### src/hw/lsr_pkg.sv
// Shared constants and types of the light sensor register bank
package lsr_pkg;
	// Register pointer values
	localparam logic [7:0] PTR_RESULT = 8'h00;
	localparam logic [7:0] PTR_SETUP = 8'h01;
	localparam logic [7:0] PTR_LOWER = 8'h02;
	localparam logic [7:0] PTR_UPPER = 8'h03;
	localparam logic [7:0] PTR_MAKER = 8'h7e;
	localparam logic [7:0] PTR_PART = 8'h7f;
	localparam logic [7:0] PTR_RESET = 8'h00;
	// Field positions of sensor_setup
	localparam int RANGE_MSB = 15;
	localparam int RANGE_LSB = 12;
	localparam int CT_BIT = 11;
	localparam int MODE_MSB = 10;
	localparam int MODE_LSB = 9;
	localparam int OVF_BIT = 8;
	localparam int CRF_BIT = 7;
	localparam int FH_BIT = 6;
	localparam int FL_BIT = 5;
	localparam int MASK_BIT = 2;
	// Field positions of light_result
	localparam int EXP_MSB = 15;
	localparam int EXP_LSB = 12;
	localparam int MANT_MSB = 11;
	// Reset values and write masks
	localparam logic [15:0] RESULT_RESET = 16'h0000;
	localparam logic [15:0] SETUP_RESET = 16'hc810;
	localparam logic [15:0] SETUP_WR_MASK = 16'hfe1f;
	localparam logic [15:0] LOWER_RESET = 16'h0000;
	localparam logic [15:0] UPPER_RESET = 16'hbfff;
	localparam logic [15:0] UNMAPPED_READ = 16'h0000;
	// Identity codes: arbitrary neutral values
	localparam logic [15:0] MAKER_CODE_DEF = 16'h5a5a;
	localparam logic [15:0] PART_CODE_DEF = 16'h0c0d;
	// Range and mode codes
	localparam logic [3:0] RANGE_AUTO = 4'hc;
	localparam logic [3:0] RANGE_MAX = 4'hb;
	localparam logic [3:0] RANGE_MIN = 4'h0;
	localparam logic [3:0] AUTO_START_RANGE = 4'hb;
	localparam logic [1:0] MODE_OFF = 2'b00;
	localparam logic [1:0] MODE_SINGLE = 2'b01;
	localparam logic [11:0] MANT_DOWN_LIMIT = 12'h400;
	// Conversion timing
	localparam int CLK_MHZ = 125;
	localparam int CONV_SHORT_MS = 100;
	localparam int CONV_LONG_MS = 800;
	localparam int CONV_SHORT_CYC = CONV_SHORT_MS * CLK_MHZ * 1000;
	localparam int CONV_LONG_CYC = CONV_LONG_MS * CLK_MHZ * 1000;
	localparam int CNT_W = 27;
	// Phases of an incoming write transaction
	typedef enum logic [1:0] {WP_PTR, WP_MSB, WP_LSB, WP_IDLE} lsr_wphase_t;
endpackage : lsr_pkg

### src/hw/lsr_conv_if.sv
// Handshake between register logic and conversion timer
`timescale 1ns/1ns
interface lsr_conv_if;
	logic start;
	logic abort;
	logic long_sel;
	logic busy;
	logic done;
	modport ctrl (output start, output abort, output long_sel,
		input busy, input done);
	modport eng (input start, input abort, input long_sel,
		output busy, output done);
endinterface : lsr_conv_if

### src/hw/lsr_conv.sv
// Conversion timer: runs one integration period per start
`timescale 1ns/1ns
module lsr_conv #(
	parameter int unsigned SHORT_CYC = 125,
	parameter int unsigned LONG_CYC = 1000
) (
	input wire logic clk_sys,
	input wire logic rst,
	lsr_conv_if.eng cv
);
	import lsr_pkg::*;
	logic busy_q;
	logic done_q;
	logic [CNT_W-1:0] cnt_q;
	wire logic [CNT_W-1:0] load_val;
	wire logic cnt_zero;
	assign load_val = cv.long_sel ? CNT_W'(LONG_CYC - 1) :
		CNT_W'(SHORT_CYC - 1);
	assign cnt_zero = (cnt_q == '0);
	assign cv.busy = busy_q;
	assign cv.done = done_q;
	// Start outranks abort, so a rewrite restarts cleanly
	always_ff @(posedge clk_sys) begin
		done_q <= 1'b0;
		if (rst) begin
			busy_q <= 1'b0;
			cnt_q <= '0;
		end else if (cv.start) begin
			busy_q <= 1'b1;
			cnt_q <= load_val;
		end else if (cv.abort) begin
			busy_q <= 1'b0;
		end else if (busy_q && cnt_zero) begin
			busy_q <= 1'b0;
			done_q <= 1'b1;
		end else if (busy_q) begin
			cnt_q <= cnt_q - CNT_W'(1);
		end
	end
	done_needs_busy_a: assert property (@(posedge clk_sys) disable iff (rst)
		cv.done |-> $past(busy_q) && !busy_q)
		else $error("done without a running conversion");
endmodule : lsr_conv

### src/hw/lsr_rdmux.sv
// Read selection of the register bank by pointer
`timescale 1ns/1ns
module lsr_rdmux #(
	parameter logic [15:0] MAKER_CODE = 16'h5a5a,
	parameter logic [15:0] PART_CODE = 16'h0c0d
) (
	input wire logic [7:0] ptr,
	input wire logic [15:0] result,
	input wire logic [15:0] setup,
	input wire logic [15:0] lower,
	input wire logic [15:0] upper,
	output logic [15:0] word
);
	import lsr_pkg::*;
	wire logic exp_masked;
	wire logic [15:0] result_view;
	// Mask only in manual range, auto range must show its pick
	assign exp_masked = setup[MASK_BIT] &&
		(setup[RANGE_MSB:RANGE_LSB] < RANGE_AUTO);
	assign result_view = exp_masked ? {4'h0, result[MANT_MSB:0]} :
		result;
	always_comb begin
		if (ptr == PTR_RESULT) begin
			word = result_view;
		end else if (ptr == PTR_SETUP) begin
			word = setup;
		end else if (ptr == PTR_LOWER) begin
			word = lower;
		end else if (ptr == PTR_UPPER) begin
			word = upper;
		end else if (ptr == PTR_MAKER) begin
			word = MAKER_CODE;
		end else if (ptr == PTR_PART) begin
			word = PART_CODE;
		end else begin
			word = UNMAPPED_READ;
		end
	end
endmodule : lsr_rdmux

### src/hw/lsr_regs.sv
// Register bank of the ambient light sensor behind its byte port
// How it works
// - Every register is sixteen bits wide.
// - Pointer 00h result, 01h setup, 02h lower, 03h upper threshold.
// - Pointers 7Eh and 7Fh read fixed maker and part codes.
// - Result is read-only and holds the latest finished conversion.
// - Result packs a 4-bit exponent above a 12-bit mantissa.
// - Result clears to zero at reset.
// - Mantissa is plain unsigned binary from the front end.
// - Each exponent step doubles the weight of one mantissa step.
// - Mask bit with manual range codes below 1100b reports exponent zero.
// - A setup write aborts a running conversion at once.
// - A setup write asking for conversions starts a fresh one.
// - Range field picks the full scale, coded like the exponent.
// - Range code 1100b selects auto range, reported in the exponent.
// - Setup resets to C810h, auto range.
// - Setup bits 15:9 and 4:0 writable, flags 8:5 read-only.
// - Reads return the register of the last written pointer.
// - Words move as two bytes, upper byte first.
// - Mode 01b runs one conversion then reads 00b; 1xb is continuous.
`timescale 1ns/1ns
module lsr_regs #(
	parameter int unsigned CONV_SHORT_CYCLES = lsr_pkg::CONV_SHORT_CYC,
	parameter int unsigned CONV_LONG_CYCLES = lsr_pkg::CONV_LONG_CYC,
	parameter logic [15:0] MAKER_CODE = lsr_pkg::MAKER_CODE_DEF,
	parameter logic [15:0] PART_CODE = lsr_pkg::PART_CODE_DEF
) (
	input wire logic clk_sys,
	input wire logic rst,
	input wire logic xfer_start,
	input wire logic wr_valid,
	input wire logic [7:0] wr_byte,
	input wire logic rd_start,
	input wire logic rd_req,
	output logic [7:0] rd_byte,
	input wire logic [11:0] afe_mantissa,
	input wire logic afe_overflow,
	output logic [3:0] afe_range,
	output logic afe_active
);
	import lsr_pkg::*;

	lsr_conv_if cv ();

	lsr_wphase_t wphase_q;
	logic [7:0] ptr_q;
	logic [7:0] wr_msb_q;
	logic [15:0] setup_q;
	logic [15:0] setup_d;
	logic [15:0] result_q;
	logic [15:0] lower_q;
	logic [15:0] upper_q;
	logic [3:0] arange_q;
	logic [3:0] arange_d;
	logic [3:0] crange_q;
	logic [15:0] rd_word_q;
	logic rd_lsb_q;
	logic [7:0] rd_byte_q;

	wire logic wr_commit;
	wire logic [15:0] wr_word;
	wire logic setup_wr;
	wire logic lower_wr;
	wire logic upper_wr;
	wire logic [15:0] new_setup;
	wire logic [15:0] src_setup;
	wire logic [1:0] src_mode;
	wire logic [3:0] src_range;
	wire logic conv_end;
	wire logic auto_mode;
	wire logic retry;
	wire logic accept;
	wire logic keep_going;
	wire logic [3:0] start_range;
	wire logic crf_clr;
	wire logic [15:0] mux_word;

	// Write transaction: pointer byte, then upper, then lower
	assign wr_commit = wr_valid && !xfer_start && (wphase_q == WP_LSB);
	assign wr_word = {wr_msb_q, wr_byte};
	assign setup_wr = wr_commit && (ptr_q == PTR_SETUP);
	assign lower_wr = wr_commit && (ptr_q == PTR_LOWER);
	assign upper_wr = wr_commit && (ptr_q == PTR_UPPER);
	// Read-only flag bits keep their value on a write
	assign new_setup = (wr_word & SETUP_WR_MASK) |
		(setup_q & ~SETUP_WR_MASK);

	// Settings in force for any start issued this cycle
	assign src_setup = setup_wr ? new_setup : setup_q;
	assign src_mode = src_setup[MODE_MSB:MODE_LSB];
	assign src_range = src_setup[RANGE_MSB:RANGE_LSB];

	// A rewrite discards the finishing result too
	assign conv_end = cv.done && !setup_wr;
	assign auto_mode = (setup_q[RANGE_MSB:RANGE_LSB] == RANGE_AUTO);
	assign retry = conv_end && auto_mode && afe_overflow &&
		(crange_q != RANGE_MAX);
	assign accept = conv_end && !retry;
	assign keep_going = accept && setup_q[MODE_MSB];

	// Auto range steps up on overflow and down on a weak reading
	always_comb begin
		arange_d = arange_q;
		if (retry) begin
			arange_d = crange_q + 4'h1;
		end else if (accept && auto_mode &&
			afe_mantissa < MANT_DOWN_LIMIT && crange_q != RANGE_MIN) begin
			arange_d = crange_q - 4'h1;
		end
	end
	assign start_range = (src_range == RANGE_AUTO) ? arange_d :
		src_range;

	assign cv.abort = setup_wr && cv.busy;
	assign cv.start = (setup_wr && src_mode != MODE_OFF) || retry ||
		keep_going;
	assign cv.long_sel = src_setup[CT_BIT];

	// Ready flag drops when software reads the setup word
	assign crf_clr = rd_start && (ptr_q == PTR_SETUP);

	always_comb begin
		setup_d = setup_q;
		if (setup_wr) begin
			setup_d = new_setup;
		end else if (accept) begin
			setup_d[OVF_BIT] = afe_overflow;
			if (setup_q[MODE_MSB:MODE_LSB] == MODE_SINGLE) begin
				setup_d[MODE_MSB:MODE_LSB] = MODE_OFF;
			end
		end
		// Set wins over a clear in the same cycle
		if (crf_clr) begin
			setup_d[CRF_BIT] = 1'b0;
		end
		if (accept) begin
			setup_d[CRF_BIT] = 1'b1;
		end
	end

	lsr_conv #(
		.SHORT_CYC(CONV_SHORT_CYCLES),
		.LONG_CYC(CONV_LONG_CYCLES)
	) u_conv (
		.clk_sys(clk_sys),
		.rst(rst),
		.cv(cv)
	);

	lsr_rdmux #(
		.MAKER_CODE(MAKER_CODE),
		.PART_CODE(PART_CODE)
	) u_rdmux (
		.ptr(ptr_q),
		.result(result_q),
		.setup(setup_q),
		.lower(lower_q),
		.upper(upper_q),
		.word(mux_word)
	);

	always_ff @(posedge clk_sys) begin
		if (rst) begin
			wphase_q <= WP_IDLE;
		end else if (xfer_start) begin
			wphase_q <= WP_PTR;
		end else if (wr_valid) begin
			case (wphase_q)
			WP_PTR: wphase_q <= WP_MSB;
			WP_MSB: wphase_q <= WP_LSB;
			default: wphase_q <= WP_IDLE;
			endcase
		end
	end

	// Pointer survives reads, only a pointer byte moves it
	always_ff @(posedge clk_sys) begin
		if (rst) begin
			ptr_q <= PTR_RESET;
		end else if (wr_valid && !xfer_start && wphase_q == WP_PTR) begin
			ptr_q <= wr_byte;
		end
	end

	always_ff @(posedge clk_sys) begin
		if (rst) begin
			wr_msb_q <= 8'h00;
		end else if (wr_valid && !xfer_start && wphase_q == WP_MSB) begin
			wr_msb_q <= wr_byte;
		end
	end

	always_ff @(posedge clk_sys) begin
		if (rst) begin
			setup_q <= SETUP_RESET;
		end else begin
			setup_q <= setup_d;
		end
	end

	// Result only moves on an accepted conversion, never on a write
	always_ff @(posedge clk_sys) begin
		if (rst) begin
			result_q <= RESULT_RESET;
		end else if (accept) begin
			result_q <= {crange_q, afe_mantissa};
		end
	end

	always_ff @(posedge clk_sys) begin
		if (rst) begin
			lower_q <= LOWER_RESET;
		end else if (lower_wr) begin
			lower_q <= wr_word;
		end
	end

	always_ff @(posedge clk_sys) begin
		if (rst) begin
			upper_q <= UPPER_RESET;
		end else if (upper_wr) begin
			upper_q <= wr_word;
		end
	end

	always_ff @(posedge clk_sys) begin
		if (rst) begin
			arange_q <= AUTO_START_RANGE;
			crange_q <= RANGE_MIN;
		end else begin
			arange_q <= arange_d;
			if (cv.start) begin
				crange_q <= start_range;
			end
		end
	end

	// Word is frozen at read start so both bytes belong together
	always_ff @(posedge clk_sys) begin
		if (rst) begin
			rd_word_q <= 16'h0000;
			rd_lsb_q <= 1'b0;
			rd_byte_q <= 8'h00;
		end else if (rd_start) begin
			rd_word_q <= mux_word;
			rd_lsb_q <= 1'b0;
		end else if (rd_req) begin
			rd_byte_q <= rd_lsb_q ? rd_word_q[7:0] :
				rd_word_q[15:8];
			rd_lsb_q <= !rd_lsb_q;
		end
	end

	assign rd_byte = rd_byte_q;
	assign afe_range = crange_q;
	// Front end powered only while a conversion runs
	assign afe_active = cv.busy;

	result_reset_a: assert property (@(posedge clk_sys)
		rst |=> result_q == 16'h0000)
		else $error("result not cleared by reset");

	setup_reset_a: assert property (@(posedge clk_sys)
		rst |=> setup_q == 16'hc810)
		else $error("setup not at its reset value");

	ro_flags_kept_a: assert property (@(posedge clk_sys)
		disable iff (rst)
		setup_wr && !crf_clr |=> setup_q[8:5] == $past(setup_q[8:5]))
		else $error("setup write changed a read-only flag");

	rw_bits_take_a: assert property (@(posedge clk_sys)
		disable iff (rst)
		setup_wr |=> (setup_q & 16'hfe1f) == ($past(wr_word) & 16'hfe1f))
		else $error("writable setup bits not updated");

	write_aborts_a: assert property (@(posedge clk_sys)
		disable iff (rst)
		setup_wr && new_setup[10:9] == 2'b00 |=> !cv.busy && !accept)
		else $error("conversion survived a setup write");

	write_restarts_a: assert property (@(posedge clk_sys)
		disable iff (rst)
		setup_wr && new_setup[10:9] != 2'b00 |=> cv.busy)
		else $error("no fresh conversion after setup write");

	single_ends_a: assert property (@(posedge clk_sys)
		disable iff (rst)
		accept && setup_q[10:9] == 2'b01 |=> setup_q[10:9] == 2'b00
		&& !cv.busy)
		else $error("single conversion did not return to shutdown");

	cont_runs_a: assert property (@(posedge clk_sys)
		disable iff (rst)
		accept && setup_q[10] |=> cv.busy ##1 (cv.busy || $past(setup_wr)))
		else $error("continuous mode stopped");

	auto_exp_a: assert property (@(posedge clk_sys)
		disable iff (rst)
		accept |=> result_q[15:12] == $past(crange_q)
		&& result_q[11:0] == $past(afe_mantissa))
		else $error("result does not carry range and mantissa");

	mask_exp_a: assert property (@(posedge clk_sys)
		disable iff (rst)
		ptr_q == 8'h00 && setup_q[2] && setup_q[15:12] < 4'hc
		|-> mux_word[15:12] == 4'h0)
		else $error("exponent shown while masked");

	id_codes_a: assert property (@(posedge clk_sys)
		disable iff (rst)
		rd_start && ptr_q == 8'h7f ##1 rd_req ##1 rd_req
		|=> {$past(rd_byte_q), rd_byte_q} == PART_CODE)
		else $error("part code not returned upper byte first");

	byte_order_a: assert property (@(posedge clk_sys)
		disable iff (rst)
		rd_req && !rd_start && !rd_lsb_q |=> rd_byte_q == rd_word_q[15:8])
		else $error("upper byte not sent first");

	ptr_kept_a: assert property (@(posedge clk_sys)
		disable iff (rst)
		rd_start || rd_req |=> $stable(ptr_q))
		else $error("pointer moved during a read");

	ready_set_a: assert property (@(posedge clk_sys)
		disable iff (rst)
		accept |=> setup_q[7])
		else $error("ready flag lost on a finished conversion");

	range_pick_a: assert property (@(posedge clk_sys)
		disable iff (rst)
		cv.start && src_range != RANGE_AUTO |=> crange_q == $past(src_range))
		else $error("manual range not used for the conversion");

	auto_step_a: assert property (@(posedge clk_sys)
		disable iff (rst)
		retry |=> cv.busy && crange_q == $past(crange_q) + 4'h1)
		else $error("auto range did not step up on overflow");

	thresh_write_a: assert property (@(posedge clk_sys)
		disable iff (rst)
		lower_wr |=> lower_q == $past(wr_word))
		else $error("lower threshold write lost");

	result_hold_a: assert property (@(posedge clk_sys)
		disable iff (rst)
		!accept |=> $stable(result_q))
		else $error("result moved without a finished conversion");
endmodule : lsr_regs

### config.mk
export PLATFORM = sky130hd
export DESIGN_NAME = lsr_regs
export DESIGN_NICKNAME = d
export VERILOG_FILES = /design/src/hw/lsr_pkg.sv /design/src/hw/lsr_conv_if.sv /design/src/hw/lsr_conv.sv /design/src/hw/lsr_rdmux.sv /design/src/hw/lsr_regs.sv
export SDC_FILE = /design/constraint.sdc
export NUM_CORES = 1
export LEC_CHECK = 0
export BUFFER_PORTS_ARGS = -buffer_cell sky130_fd_sc_hd__clkbuf_2
export CAP_MARGIN = 20
export CELL_PAD_IN_SITES_DETAIL_PLACEMENT = 1
export CELL_PAD_IN_SITES_GLOBAL_PLACEMENT = 1
export CORE_ASPECT_RATIO = 1.4
export CORE_MARGIN = 4
export CORE_UTILIZATION = 25
export DETAILED_ROUTE_END_ITERATION = 10
export PLACE_DENSITY = 0.5
export REMOVE_ABC_BUFFERS = 1
export SLEW_MARGIN = 20
export SYNTH_ARGS = -nofsm -noshare
export SYNTH_HDL_FRONTEND = slang
export SYNTH_SLANG_ARGS = --single-unit
### constraint.sdc
create_clock -name clk_sys -period 3.6 [get_ports clk_sys]
set_input_delay 0.18 -clock clk_sys [delete_from_list [all_inputs] [get_ports clk_sys]]
set_output_delay 0.18 -clock clk_sys [all_outputs]
set_load 0.005 [all_outputs]
After elaboration in Yosys (flattened, before gate mapping):

Cells that the tools add are included.
Widths: inputs -> output; s select.

* register bits after elaboration: 144
* input port bits: 27
* output and inout port bits: 13
* logic and storage cells: 111

* $add $sub $neg: 3
* magnitude comparators: 2
* equality and inequality tests: 13
* muxes and demuxes: 30
* bitwise gates (word level): 2
* reduce and logical (&&, ||, !) cells: 43

Operator list (number)
* $mux 27: 5
* $mux 16: 7
* $logic_not 27->1: 1
* $sub 27x1->27 const B: 1
* $logic_and 1x1->1: 21
* $eq 8x2->1 const B: 2
* $eq 8x7->1 const B: 2
* $mux 8: 2
* $or 16x9->16: 1
* $lt 12x11->1 const B: 1
* $mux 12: 1
* $mux 4: 3
* $reduce_bool 2->1: 5
* $eq 4x4->1 const B: 2
* $eq 8x1->1 const B: 1
* $logic_not 8->1: 1
* $mux 1: 6
* $mux 2: 3
* $mux 3: 2
* $reduce_bool 3->1: 2
* $add 4x1->4 const B: 1
* $eq 2x1->1 const B: 2
* $logic_not 1->1: 4
* $lt 4x4->1 const B: 1
* 13 further kinds: 16

Longest topological paths before layout:

* depth in word-level cells: 17
* gate-level depth with buffers: 9
* mapped depth without buffers: 8

Hierarchy:

From an unflattened synthesis, not the netlist that was laid out.

* cell total of the unflattened synthesis: 772
* area total of the unflattened synthesis: 6896.6 µm²

Modules (own cells, without submodules)
* lsr_regs: times used 1, cells an instance 514, area an instance 4645.7 µm², sequential area each 2262.2 µm²
* lsr_conv: times used 1, cells an instance 176, area an instance 1589.0 µm², sequential area each 580.6 µm²
* lsr_rdmux: times used 1, cells an instance 82, area an instance 661.9 µm², sequential area each 0.0 µm²

Least setup slack after synthesis:

OpenSTA, ideal clock, no wires.

* path kind: flip-flop to flip-flop
* start point: reg ptr_q[7]
* end point: reg crange_q[0], in the netlist afe_range[0]
* setup time: 0.133 ns
* arrival: 1.807 ns
* data required time: 3.467 ns
* slack: 1.660 ns
* stages on the path, launching flop included: 8
* buffers on the path: 1
* period minus slack after synthesis: 1.940 ns
* path through: dfxtp_1 > or4_4 > or2_1 > buf_2 > nor4b_2 > o21a_1 > o22a_1 > a211oi_2

* cells in the longest elaborated chain, start to end: 15
* elaborated cells between the ends (all ways): 22
* those cells by class: eq/ne (2); mux (4); reduce/logical (16)

RTL lines
* start, declared: line lsr_regs.sv:46 `logic [7:0] ptr_q;`
* start signal, assigned: line lsr_regs.sv:181 `ptr_q <= wr_byte;`
* $eq 8x1->1 *: line lsr_regs.sv:81 `assign setup_wr = wr_commit && (ptr_q == PTR_SETUP);`
* $logic_and 1x1->1 *: line lsr_regs.sv:81
* $logic_not 1->1: line lsr_regs.sv:94 `assign conv_end = cv.done && !setup_wr;`
* $logic_and 1x1->1: line lsr_regs.sv:94
* $logic_and 1x1->1 (3 in a row): line lsr_regs.sv:96 `assign retry = conv_end && auto_mode && afe_overflow &&`
* $logic_not 1->1: line lsr_regs.sv:98 `assign accept = conv_end && !retry;`
* $logic_and 1x1->1: line lsr_regs.sv:98
* $logic_and 1x1->1 (2 in a row): line lsr_regs.sv:106 `end else if (accept && auto_mode &&`
* $logic_and 1x1->1: line lsr_regs.sv:107 `afe_mantissa < MANT_DOWN_LIMIT && crange_q != RANGE_MIN) begin`
* $mux 4: line lsr_regs.sv:106
* $mux 4: line lsr_regs.sv:104 `if (retry) begin`
* $mux 4: line lsr_regs.sv:111 `assign start_range = (src_range == RANGE_AUTO) ? arange_d :`
* end signal, assigned: line lsr_regs.sv:233 `crange_q <= start_range;`
* end, declared: line lsr_regs.sv:55 `logic [3:0] crange_q;`

Every way passes the cells marked *; elsewhere a longest branch is shown, timed or not.
A chain may end at the register's enable or synchronous reset.

Final worst setup path:

* start point: reg ptr_q[7]
* end point: reg u_conv.cnt_q[17]

* cells in the longest elaborated chain, start to end: 13
* elaborated cells between the ends (all ways): 22
* those cells by class: eq/ne (3); mux (3); reduce/logical (16)

RTL lines
* $eq 8x1->1 *: line lsr_regs.sv:81
* $logic_and 1x1->1 *: line lsr_regs.sv:81
* $logic_not 1->1: line lsr_regs.sv:94
* $logic_and 1x1->1: line lsr_regs.sv:94
* $logic_and 1x1->1 (3 in a row): line lsr_regs.sv:96
* $logic_not 1->1: line lsr_regs.sv:98
* $logic_and 1x1->1: line lsr_regs.sv:98
* $logic_and 1x1->1: line lsr_regs.sv:99 `assign keep_going = accept && setup_q[MODE_MSB];`
* $logic_or 1x1->1: line lsr_regs.sv:115 `assign cv.start = (setup_wr && src_mode != MODE_OFF) || retry ||`
* $ne 2x2->1 (no line) / $reduce_bool 2->1 (equally long branches)
* $reduce_and 3->1 (no line)
* end signal, assigned: line lsr_conv.sv:30 `cnt_q <= load_val;`
* end signal, assigned: line lsr_conv.sv:37 `cnt_q <= cnt_q - CNT_W'(1);`
* end, declared: line lsr_conv.sv:14 `logic [CNT_W-1:0] cnt_q;`

Marks and branches as above.

==> impl_metrics.toml <==
[grt]
grt_overflow = 0
grt_pass1_vias = 5816
largest_net_degree_at_the_start_of_global_routing = 54
antenna_violations_before_repair = 0
track_usage = 0.1439
grt_pass1_wl_um = 33190

[floorplan]
i_o_pin_cnt = 40
coreArea_mm2 = 0.02619
die_w_um = 146.0
die_h_um = 201.2
std_cell_rows = 70
initial_core_util = 0.2545
dieArea_mm2 = 0.02937

[synth]
ys_warn_count = 0
synth.ff_latch_count = 142
synth-async-reset-ratio = 0
postSynthCellCount = 775
adder_cell_area_share_of_the_yosys_netlist = 0.005632
ys_types = 72
top_area_cell_type_share_of_the_netlist_area = 0.4265
largest_family_of_logic_cells_by_synthesized_area = "simple AND/OR/NAND/NOR gates"
post-synth-top-area-cell = "dfxtp_1"
synth-compound-area-share = 0.1676
synth.area.top_cells = "dfxtp_1 43%, nand2_1 6.9%, mux2i_1 6.5%"
synth_flop_cell = "dfxtp_1"
syn_avg_cell_area_um2 = 8.600
synth_simple_gate_area_frac = 0.2604
synth-edff-count = 0
ys_seq_area_frac = 0.4265
muxShareOfSynthArea = 0.06965
netlist_area_mm2 = 0.006665
synth_xor_xnor_area_share = 0.03154

[power]
p_clk_frac = 0.506
p_int_uw = 2796
design_power_total_uw = 3615
switchingPower_uw = 818.4
power_frac_comb = 0.049
power_density_mw_per_mm2 = 460.0
p_sw_frac = 0.2264
total_leakage_power_uw = 0.002958
share_seq_of_total_power = 0.445
ir_drop_mv = 0.2790

[cells_and_area]
final_design_area_no_fill_mm2 = 0.007858
antenna_cells = 0
layout-area-overhead-vs-synth_pct = 17.89
final_cell_count_no_fill = 1145
fin_nets = 838
fraction_of_final_layout_cells_with_drive_strength_greater_than_1 = 0.1693

[cts]
clk_latency_ns = 0.42
clock-sinks = 142
cts_tree = "built"
cell_chosen_for_the_clock_root = "clkbuf_16"
clk_path_buf_depth = 2
cts-buffers-inserted = 17
worst_setup_hold_path_clk_slew_ns = 0.06
htreeDepth = 4

[route]
wirelength_um = 20700
antenna_left = 0
wl_per_cell_um = 18.08
first_iter_violations = 155
dr_total_vias = 5524
drt-pass1-iter-count = 4
via_per_inst = 4.824
drc = 0

[timing]
fin_worst_skew_ns = 0.006412
transition_time_of_the_tightest_slew_check_pin_ns = 1.007
report.final.slew_viol_count = 0
finalWorstPathRequiredPeriod_ns = 2.576
grt_setup_unrepaired = "false"
setup-tns-final_ns = 0
slew_headroom = 0.3261
layout_worst_path_cycle_share = 0.7155
fmaxAchievable_mhz = 388.2
setup-violations-final = 0
hold_violations = 0

[critical_path]
critPathMaxStageDelay_ns = 0.57
worst_ep_arrival_time_ns = 2.88
critical_path_class = "reg2reg"
cp_cell_sequence = "or4_4 -> nor3_4 -> buf_4 -> nand4_2 -> o21a_1 -> o21bai_2 -> nor3_1"
crit_path_end_kind = "flip-flop"
slowest_stage = "or4_4"
path_max_fanout = 15
worstPathRequired_ns = 3.90
worstSetupStartpointType = "flip-flop"

[hold_path]
worstHoldPathType = "in2reg"

[place]
dp.cells = 1102
io_buffers = 39
post_dp_cell_area_mm2 = 0.007138
dp_hpwl_um = 14670
place_congestion = 0.7304

[run_status]
outcome = "complete, no violations"

[job]
max-cap-violations = 0
## Yosys cell counts, types with 7 or more instances
cell	count
nand3_1	12
a21oi_1	61
clkbuf_1	34
buf_2	8
nor4_1	12
dfxtp_1	142
nand3b_1	18
nor3_1	29
a21oi_2	21
a22oi_1	7
nor2_1	71
nor2b_1	11
o21ai_0	8
xnor2_1	24
nand2b_1	12
nand2_1	123
a211oi_1	17
mux2i_1	43
or3_1	8
## stage by stage
| step | hold WS [ns] | util | setup WS, ns |
|---|---|---|---|
| after floorplan | 0.2424 | - | 0.2981 |
| after global routing | 0.06098 | 0.3000 | 0.8125 |
| after detailed placement | 0.4222 | 0.2726 | 0.9893 |
| after CTS | 0.02616 | 0.3000 | 0.9809 |
| after global placement | 0.4158 | 0.2726 | 1.007 |
| final | 0.04478 | 0.3000 | 1.024 |
## layer usage
layer	global-route usage	routed length [um]
met5	0	0
met4	0.05178	423
met3	0.02726	403
met2	0.2658	11130
met1	0.1642	8747
## worst paths after layout
check | start | endpoint | slack, ns | depth (start not counted)
max | ptr_q[7]$_SDFFE_PP0P_ | u_conv.cnt_q[17]$_SDFFE_PP0P_ | 1.02 | 7
max reg2reg | ptr_q[7]$_SDFFE_PP0P_ | u_conv.cnt_q[17]$_SDFFE_PP0P_ | 1.02 | 7
min reg2reg | lower_q[3]$_SDFFE_PP0P_ | lower_q[3]$_SDFFE_PP0P_ | 0.45 | 2
min | rd_req | rd_lsb_q$_SDFFE_PP0P_ | 0.04 | 3
## worst max-delay path: cells and delay by family (launching register included)
family          cells  cell delay, ns
simple gates        4            1.00
compound gates      2            0.86
flops               1            0.35
buf+inv             1            0.24
## final cells by class
class,count,area [um2]
clock buffer,21,470.5
clock inverter,11,138.9
fill,3060,18330
inverter,6,22.52
multi-input combinational,577,3565
sequential,142,2843
tap,324,405.4
timing repair buffer,64,412.9
## power by group through the flow
stage	sequential [uW]	clock [uW]	combinational (uW)
finish	1610	1830	177
global route	1610	1950	198
floorplan	1640	0	73.9
detailed placement	1640	0	173
CTS	1610	1890	182
global placement	1640	0	172
## cell families after synthesis
logic type | count (synthesis)
multiplexers | 46
flip-flops | 142
AND/OR/NAND/NOR | 339
AO/OA/AOI/OAI | 165
adder cells (fa/ha/maj) | 3
XOR/XNOR | 24
buffers and inverters | 56
## sequential cells by signal (all words and copies together), names as in the netlist
register and cells:
afe_range 4, arange_q 4, lower_q 16, ptr_q 8
rd_byte 8, rd_lsb_q 1, rd_word_q 16, result_q 16
setup_q 14, u_conv.cnt_q 27, u_conv.cv.busy 1, u_conv.cv.done 1
upper_q 16, wphase_q 2, wr_msb_q 8
## cells in the final DEF, fill, tap and decap left out, types with 4 or more instances in the layout
master / count
nand4_2: 4
a31oi_1: 5
clkinv_2: 5
nor4_1: 12
clkbuf_16: 17
nor2_1: 71
mux2i_1: 43
a21oi_1: 61
dfxtp_1: 142
buf_4: 15
or2_2: 6
o21ai_1: 6
o21ai_0: 8
nor2b_1: 11
nor3_1: 29
xnor2_1: 24
clkbuf_2: 38
nand3b_1: 18
dlygate4sd3_1: 11
a21oi_2: 21
nand2_1: 123
a211oi_1: 17
or3_1: 8
inv_1: 6
o21a_1: 4
nand3_1: 12
a21o_1: 4
nand2b_1: 12
a22oi_1: 7
## timing repair
item                                   CTS  global route
buffers inserted                         0             0
hold buffers                            11             0
resized for setup                        0             0
endpoints found under the hold margin   12             0
Power figures use the tool's default switching activity.
